## config.mk

```make
export PLATFORM = sky130hd
export DESIGN_NAME = record_path_config_regs
export DESIGN_NICKNAME = d
export VERILOG_FILES = /design/src/common/record_path_pkg.sv /design/src/hw/input_amp_ctrl.sv /design/src/hw/record_path_config_regs.sv
export SDC_FILE = /design/constraint.sdc
export NUM_CORES = 1
export LEC_CHECK = 0
export ABC_AREA = 1
export BUFFER_PORTS_ARGS = -buffer_cell sky130_fd_sc_hd__buf_4
export CAP_MARGIN = 40
export CORE_MARGIN = 1.5
export CORE_UTILIZATION = 52
export DETAILED_ROUTE_END_ITERATION = 12
export PLACE_DENSITY = 0.76
export SYNTH_ARGS = -nofsm -noshare
export SYNTH_HDL_FRONTEND = slang
export SYNTH_SLANG_ARGS = --single-unit
```

## constraint.sdc

```tcl
create_clock -name SYS_CLK -period 2 [get_ports SYS_CLK]
set_input_delay 0.1 -clock SYS_CLK [delete_from_list [all_inputs] [get_ports SYS_CLK]]
set_output_delay 0.1 -clock SYS_CLK [all_outputs]
set_load 0.005 [all_outputs]
```

## src/common/record_path_pkg.sv

```systemverilog
// constants, field layouts and carrier types of the record path configuration registers
package record_path_pkg;

    localparam int          ADDR_W          = 16;
    localparam int          AMP_CHANNELS    = 2;

    // ------------------------------------------------------------------
    // register offsets
    // ------------------------------------------------------------------
    localparam logic [15:0] DMIC_BEEP_OFS   = 16'h4008;
    localparam logic [15:0] REC_POWER_OFS   = 16'h4009;
    localparam logic [15:0] GAIN_LEFT_OFS   = 16'h400E;
    localparam logic [15:0] GAIN_RIGHT_OFS  = 16'h400F;
    localparam logic [15:0] BEEP_ENABLE_OFS = 16'h4010;

    // ------------------------------------------------------------------
    // writable-bit masks and reset values
    // ------------------------------------------------------------------
    localparam logic [7:0]  DMIC_BEEP_MASK  = 8'h3F;
    localparam logic [7:0]  REC_POWER_MASK  = 8'h7E;
    localparam logic [7:0]  AMP_GAIN_MASK   = 8'hE7;
    localparam logic [7:0]  BEEP_EN_MASK    = 8'h10;
    localparam logic [7:0]  REG_RESET_VAL   = 8'h00;
    localparam logic [7:0]  UNMAPPED_RDATA  = 8'h00;

    // ------------------------------------------------------------------
    // field positions
    // ------------------------------------------------------------------
    localparam int          DMIC_LSB        = 4;
    localparam int          BEEP_UNMUTE_BIT = 3;
    localparam int          BEEP_GAIN_LSB   = 0;
    localparam int          BOOST_LSB       = 5;
    localparam int          ADC_BIAS_LSB    = 3;
    localparam int          FE_BIAS_LSB     = 1;
    localparam int          AMP_GAIN_LSB    = 5;
    localparam int          AMP_SE_BIT      = 2;
    localparam int          AMP_UNMUTE_BIT  = 1;
    localparam int          AMP_EN_BIT      = 0;
    localparam int          BEEP_EN_BIT     = 4;

    // ------------------------------------------------------------------
    // encodings and carriers
    // ------------------------------------------------------------------
    typedef enum logic [1:0] {
        DMIC_NONE   = 2'h0,
        DMIC_FIRST  = 2'h1,
        DMIC_SECOND = 2'h2,
        DMIC_RSVD   = 2'h3
    } dmic_sel_t;

    typedef enum logic [1:0] {
        BIAS_NORMAL        = 2'h0,
        BIAS_EXTREME_SAVE  = 2'h1,
        BIAS_SAVE          = 2'h2,
        BIAS_ENHANCED      = 2'h3
    } bias_mode_t;

    typedef struct packed {
        logic [5:0] gain_db;
        logic       single_ended_mic_pin_sel;
        logic       positive_diff_pin_en;
        logic       complement_to_cm;
        logic       pass;
        logic       power;
    } amp_ctrl_t;

    localparam amp_ctrl_t AMP_CTRL_RESET = '{6'h00, 1'b0, 1'b1, 1'b0, 1'b0, 1'b0};

    function automatic logic [5:0] amp_gain_db(input logic [2:0] code);
        case (code)
            3'h0:    amp_gain_db = 6'h00;
            3'h1:    amp_gain_db = 6'h06;
            3'h2:    amp_gain_db = 6'h0A;
            3'h3:    amp_gain_db = 6'h0E;
            3'h4:    amp_gain_db = 6'h11;
            3'h5:    amp_gain_db = 6'h14;
            3'h6:    amp_gain_db = 6'h1A;
            default: amp_gain_db = 6'h20;
        endcase
    endfunction

    // beep code 100 is a cut, not a boost
    function automatic logic signed [6:0] beep_gain_db(input logic [2:0] code);
        case (code)
            3'h0:    beep_gain_db = 7'sh00;
            3'h1:    beep_gain_db = 7'sh06;
            3'h2:    beep_gain_db = 7'sh0A;
            3'h3:    beep_gain_db = 7'sh0E;
            3'h4:    beep_gain_db = -7'sh17;
            3'h5:    beep_gain_db = 7'sh14;
            3'h6:    beep_gain_db = 7'sh1A;
            default: beep_gain_db = 7'sh20;
        endcase
    endfunction

endpackage

```

## src/hw/input_amp_ctrl.sv

```systemverilog
// one input gain amplifier channel: decodes its register byte into registered controls
`timescale 1ns/1ps
module input_amp_ctrl (
    input  wire logic                        SYS_CLK,
    input  wire logic                        RESET,
    input  wire logic [7:0]                  gain_reg,
    input  wire logic                        front_end_pd,
    output record_path_pkg::amp_ctrl_t       ctrl
);
    import record_path_pkg::*;

    amp_ctrl_t state_q;
    amp_ctrl_t state_d;

    always_comb begin
        state_d = state_q;
        state_d.gain_db = amp_gain_db(gain_reg[AMP_GAIN_LSB +: 3]);
        state_d.single_ended_mic_pin_sel = gain_reg[AMP_SE_BIT];
        state_d.positive_diff_pin_en = !gain_reg[AMP_SE_BIT];
        state_d.complement_to_cm = gain_reg[AMP_SE_BIT];
        state_d.pass = gain_reg[AMP_UNMUTE_BIT];
        // a digital mic keeps the whole analog front end down, amp included
        state_d.power = gain_reg[AMP_EN_BIT] && !front_end_pd;
    end

    always_ff @(posedge SYS_CLK) begin
        if (RESET) begin
            state_q <= AMP_CTRL_RESET;
        end else begin
            state_q <= state_d;
        end
    end

    assign ctrl = state_q;
endmodule

```

## src/hw/record_path_config_regs.sv

```systemverilog
// record path configuration registers: storage, read-back and decoded control outputs
`timescale 1ns/1ps
module record_path_config_regs (
    input  wire logic                                   SYS_CLK,
    input  wire logic                                   RESET,
    input  wire logic [record_path_pkg::ADDR_W-1:0]     REG_ADDR,
    input  wire logic [7:0]                             REG_WDATA,
    input  wire logic                                   REG_WR_STB,
    input  wire logic                                   REG_RD_STB,
    output logic [7:0]                                  REG_RDATA,
    output logic                                        REG_RD_VALID,
    output logic                                        FIRST_DIGITAL_MIC_INPUT_EN,
    output logic                                        SECOND_DIGITAL_MIC_INPUT_EN,
    output logic                                        FRONT_END_PD,
    output logic signed [6:0]                           BEEP_GAIN_DB,
    output logic                                        BEEP_PASS,
    output logic [1:0]                                  MIX_BOOST_LEVEL,
    output record_path_pkg::bias_mode_t                 ADC_BIAS_MODE,
    output record_path_pkg::bias_mode_t                 FRONT_END_BIAS_MODE,
    output record_path_pkg::amp_ctrl_t [1:0]            INPUT_GAIN_AMPLIFIER
);
    import record_path_pkg::*;

    // ------------------------------------------------------------------
    // state
    // ------------------------------------------------------------------
    typedef struct packed {
        logic [7:0]        dmic_beep;
        logic [7:0]        rec_power;
        logic [7:0]        gain_left;
        logic [7:0]        gain_right;
        logic [7:0]        beep_enable;
        logic [7:0]        rdata;
        logic              rd_valid;
        logic              dmic_first;
        logic              dmic_second;
        logic              fe_pd;
        logic signed [6:0] beep_gain;
        logic              beep_pass;
        logic [1:0]        boost;
        bias_mode_t        adc_bias;
        bias_mode_t        fe_bias;
    } state_t;

    state_t state_q;
    state_t state_d;
    logic   hit_dmic;
    logic   hit_power;
    logic   hit_left;
    logic   hit_right;
    logic   hit_beep_en;

    assign hit_dmic    = (REG_ADDR == DMIC_BEEP_OFS);
    assign hit_power   = (REG_ADDR == REC_POWER_OFS);
    assign hit_left    = (REG_ADDR == GAIN_LEFT_OFS);
    assign hit_right   = (REG_ADDR == GAIN_RIGHT_OFS);
    assign hit_beep_en = (REG_ADDR == BEEP_ENABLE_OFS);

    // ------------------------------------------------------------------
    // next state
    // ------------------------------------------------------------------
    always_comb begin
        state_d = state_q;

        // reserved bits are masked off on the way in so they can never read back set
        if (REG_WR_STB) begin
            if (hit_dmic) begin
                state_d.dmic_beep = REG_WDATA & DMIC_BEEP_MASK;
            end
            if (hit_power) begin
                state_d.rec_power = REG_WDATA & REC_POWER_MASK;
            end
            if (hit_left) begin
                state_d.gain_left = REG_WDATA & AMP_GAIN_MASK;
            end
            if (hit_right) begin
                state_d.gain_right = REG_WDATA & AMP_GAIN_MASK;
            end
            if (hit_beep_en) begin
                state_d.beep_enable = REG_WDATA & BEEP_EN_MASK;
            end
        end

        // read returns the value held before a same-cycle write
        state_d.rd_valid = REG_RD_STB;
        if (REG_RD_STB) begin
            if (hit_dmic) begin
                state_d.rdata = state_q.dmic_beep;
            end else if (hit_power) begin
                state_d.rdata = state_q.rec_power;
            end else if (hit_left) begin
                state_d.rdata = state_q.gain_left;
            end else if (hit_right) begin
                state_d.rdata = state_q.gain_right;
            end else if (hit_beep_en) begin
                state_d.rdata = state_q.beep_enable;
            end else begin
                state_d.rdata = UNMAPPED_RDATA;
            end
        end

        // decoded outputs follow the new register contents on the same edge
        case (dmic_sel_t'(state_d.dmic_beep[DMIC_LSB +: 2]))
            DMIC_FIRST: begin
                state_d.dmic_first  = 1'b1;
                state_d.dmic_second = 1'b0;
            end
            DMIC_SECOND: begin
                state_d.dmic_first  = 1'b0;
                state_d.dmic_second = 1'b1;
            end
            default: begin
                // reserved code enables nothing, the safest reading
                state_d.dmic_first  = 1'b0;
                state_d.dmic_second = 1'b0;
            end
        endcase
        state_d.fe_pd = state_d.dmic_first || state_d.dmic_second;

        state_d.beep_gain = beep_gain_db(state_d.dmic_beep[BEEP_GAIN_LSB +: 3]);
        state_d.beep_pass = state_d.dmic_beep[BEEP_UNMUTE_BIT]
                            && state_d.beep_enable[BEEP_EN_BIT];

        state_d.boost    = state_d.rec_power[BOOST_LSB +: 2];
        state_d.adc_bias = bias_mode_t'(state_d.rec_power[ADC_BIAS_LSB +: 2]);
        state_d.fe_bias  = bias_mode_t'(state_d.rec_power[FE_BIAS_LSB +: 2]);
    end

    always_ff @(posedge SYS_CLK) begin
        if (RESET) begin
            state_q <= '{
                dmic_beep:   REG_RESET_VAL,
                rec_power:   REG_RESET_VAL,
                gain_left:   REG_RESET_VAL,
                gain_right:  REG_RESET_VAL,
                beep_enable: REG_RESET_VAL,
                rdata:       8'h00,
                rd_valid:    1'b0,
                dmic_first:  1'b0,
                dmic_second: 1'b0,
                fe_pd:       1'b0,
                beep_gain:   7'sh00,
                beep_pass:   1'b0,
                boost:       2'h0,
                adc_bias:    BIAS_NORMAL,
                fe_bias:     BIAS_NORMAL
            };
        end else begin
            state_q <= state_d;
        end
    end

    // ------------------------------------------------------------------
    // per-channel input amplifiers
    // ------------------------------------------------------------------
    logic [7:0] amp_reg_next [AMP_CHANNELS];

    assign amp_reg_next[0] = state_d.gain_left;
    assign amp_reg_next[1] = state_d.gain_right;

    generate
        for (genvar ch = 0; ch < AMP_CHANNELS; ch++) begin : g_amp
            input_amp_ctrl u_amp (
                .SYS_CLK      (SYS_CLK),
                .RESET        (RESET),
                .gain_reg     (amp_reg_next[ch]),
                .front_end_pd (state_d.fe_pd),
                .ctrl         (INPUT_GAIN_AMPLIFIER[ch])
            );
        end
    endgenerate

    // ------------------------------------------------------------------
    // outputs
    // ------------------------------------------------------------------
    assign REG_RDATA                   = state_q.rdata;
    assign REG_RD_VALID                = state_q.rd_valid;
    assign FIRST_DIGITAL_MIC_INPUT_EN  = state_q.dmic_first;
    assign SECOND_DIGITAL_MIC_INPUT_EN = state_q.dmic_second;
    assign FRONT_END_PD                = state_q.fe_pd;
    assign BEEP_GAIN_DB                = state_q.beep_gain;
    assign BEEP_PASS                   = state_q.beep_pass;
    assign MIX_BOOST_LEVEL             = state_q.boost;
    assign ADC_BIAS_MODE               = state_q.adc_bias;
    assign FRONT_END_BIAS_MODE         = state_q.fe_bias;
endmodule

```

==> impl_metrics.toml <==
[outcome]
status = "completed"

[sta]
finalSetupViolCount = 0
period_share_pct = 72.4
fin_ws_ps = 553
drv_slew = 0
rsz0062_at_grt = "false"
finalCriticalPeriod_ps = 1450
fin_skew_ps = 6.91
slew_headroom_pct = 57.7
hold_violations = 0
max_freq_mhz = 691
worst-slew-pin-transition_ps = 634
tns_ps = 0

[worst_setup_path]
r2r_start = "state_q[63]"
critPathCaptureType = "flip-flop"
cp_cell_sequence = "buf_4 -> nor2_1 -> nand2_1 -> nor2_4 -> nand3_4 -> inv_2 -> nand2_1 -> o21ai_0 -> inv_1 -> ha_1 -> inv_1 -> nor3_1"
cp_slowest_cell = "ha_1"
regToRegEndpoint = "g_amp[0].u_amp.ctrl[0]"
rr_worst_depth = 6
worst-path-max-fanout = 7
start_kind = "input port"
worstPathArrival_ps = 1710
crit_type = "in -> reg"
slowest_delay_ps = 310
r2r_setup_slack_ps = 700
crit_required_ps = 2260

[placed_design]
place_ws_ps = 195
dp.cells = 498
gp_congestion = 0.875
io_buffer_count = 75
hpwl_um = 4690
dpl_cell_area_um2 = 3230

[global_route]
grt_pass1_wl_um = 10600
grt_pass1_vias = 2319
antenna_found_initial = 0
grt_max_degree = 22
grt_overflow = 0
track_usage_pct = 22.8

[layout]
stdcell_area_um2 = 3430
drive_gt1_share_pct = 26.1
final.fill_count = 475
stdcell_count = 514
nNetsFinal = 469
area_delta_synth_final_pct = 22.1
num_antenna_cells = 0

[detailed_routing]
num_vias = 2506
totalWireLength_um = 6260
first_pass_iters = 4
remaining_drc_errors = 0
drtIter0Drc = 147
avgRoutedWirePerCell_um = 12.2
ant_nets = 0
via_per_inst = 4.88

[power_and_ir_drop]
p_leak_nw = 1.74
peakVddDrop_mv = 0.421
power.density_nw_per_um2 = 707
power_mw = 2.43

[synthesis]
synth_most_common_cell = "nand2_1"
yosysTopAreaCell = "dfxtp_1"
ys_types = 26
yosys-top-cells-area = "dfxtp_1 (43%), nand2_1 (11%), inv_1 (7.6%), nor2_1 (7.5%), buf_4 (7.2%)"
synth_common_cells = "nand2_1 (82), dfxtp_1 (60), inv_1 (57), nor2_1 (56), buf_4 (27)"
synth_fp_nets = 418
synth_async_sr_flop_share_pct = 0
synth.avg_cell_area_um2 = 7.25
yosysWarnings = 0
ys_ff_latch = 60
synth_top_area_share_pct = 42.7
synth_edf_count = 0
syn_inst = 388
ys_seq_area_share_pct = 42.7
synth_area_um2 = 2810
synth_top_flop_cell = "dfxtp_1"

[floorplan]
num_rows = 26
initial_core_util_pct = 54.4
die_area_um2 = 5860
io_pins = 76
core_area_um2 = 5170
die_w_um = 76.5
die_h_um = 76.5

[cts]
clkSinkCount = 60
cts_hold_repair.buffers = 0
worstSkewPairLatency_ps = 340
clock_path_buffers = 2
htreeDepth = 3
root_buffer = "clkbuf_8"
cts_tree = "built"
numCtsBuffers = 9
post-cts-setup-buffers = 0
cts_resized = 0
clk_pin_slew_worst_paths_ps = 60

[hold_path]
hp-start = "REG_WDATA[2]"
hold_depth = 2
min_to = "g_amp[1].u_amp.ctrl[3]"
hold_path_class = "in -> reg"

[job]
cap_violations = 0
## routing by layer
layer	global-route usage, %	vias to the layer above	routed length (um)
li1	-	1279	-
met1	29.3	1129	2770
met2	37.2	88	2950
met3	5.99	10	450
met4	7.78	0	95
met5	0	-	0
## through the flow
stage,hold WS [ps],utilization [%]
5_1_grt,3.84,66.4
4_1_cts,4.85,66.4
3_3_place_gp,363,62.4
2_1_floorplan,173,-
3_5_place_dp,363,62.4
6_report,13.9,66.4
## cells by family after synthesis
kind of cell / Yosys count / share of synthesized area, %
flip-flops: 60 / 42.7
adder cells (fa/ha/maj): 2 / 0.890
AO/OA/AOI/OAI: 39 / 7.83
AND/OR/NAND/NOR: 192 / 32.1
buffers and inverters: 95 / 16.4
## report_power, final
| group | switching, mW | internal (mW) |
|---|---|---|
| clock network | 0.468 | 0.639 |
| registers | 0.000287 | 1.20 |
| logic | 0.0740 | 0.0489 |
| total | 0.542 | 1.88 |
## area by class of cell
type                    instances  area (um^2)  area share [%]
flip-flops and latches         60         1200            35.0
multi-input cells             233         1150            33.5
repair buffers                 76          571            16.6
inverters                      59          221            6.45
clock buffers                  12          155            4.52
well taps                      70         87.6            2.55
clock inverters                 4         47.5            1.39
## state kept, by name, indices dropped and copies added (netlist names)
| register | cells |
|---|---|
| BEEP_GAIN_DB | 6 |
| BEEP_PASS | 1 |
| FIRST_DIGITAL_MIC_INPUT_EN | 1 |
| FRONT_END_PD | 1 |
| REG_RDATA | 8 |
| REG_RD_VALID | 1 |
| SECOND_DIGITAL_MIC_INPUT_EN | 1 |
| g_amp.u_amp.ctrl | 16 |
| state_q | 25 |
## worst max-delay path: cells and delay by family
kind / cells / cell delay, ps
AO/OA/AOI/OAI: 1 / 100
adder cells (fa/ha/maj): 1 / 310
buffers and inverters: 4 / 350
AND/OR/NAND/NOR: 6 / 860
## how the worst max path moves through the flow
stage	end	from	cells past startpoint	slack [ps]
finish	g_amp[0].u_amp.ctrl[0]	REG_ADDR[7]	12	550
global route	g_amp[1].u_amp.ctrl[0]	REG_ADDR[7]	12	390
CTS	g_amp[0].u_amp.ctrl[0]	REG_ADDR[7]	12	560
detailed placement	g_amp[0].u_amp.ctrl[0]	REG_ADDR[7]	12	200
global placement	g_amp[0].u_amp.ctrl[0]	REG_ADDR[7]	12	310
floorplan	g_amp[1].u_amp.ctrl[0]	REG_ADDR[7]	11	510
## cell usage in the layout, fill, tap and decap left out, types with 2 or more instances in the layout
cell / synthesis / final
nand4_1: 13 / 13
nand2_1: 82 / 82
nand3_1: 18 / 18
ha_1: 2 / 2
nand3_4: 2 / 2
buf_4: 27 / 76
clkbuf_8: 0 / 11
inv_1: 57 / 57
nand2_2: 5 / 5
nor2_2: 5 / 5
o211ai_1: 3 / 3
nor2_1: 56 / 56
o21ai_0: 15 / 15
inv_2: 2 / 2
a21oi_2: 2 / 2
a21oi_1: 16 / 16
clkinv_2: 0 / 2
dfxtp_1: 60 / 60
nor2_4: 4 / 4
nor3_1: 4 / 4
o21ai_2: 2 / 2
Power figures use the tool's default switching activity.
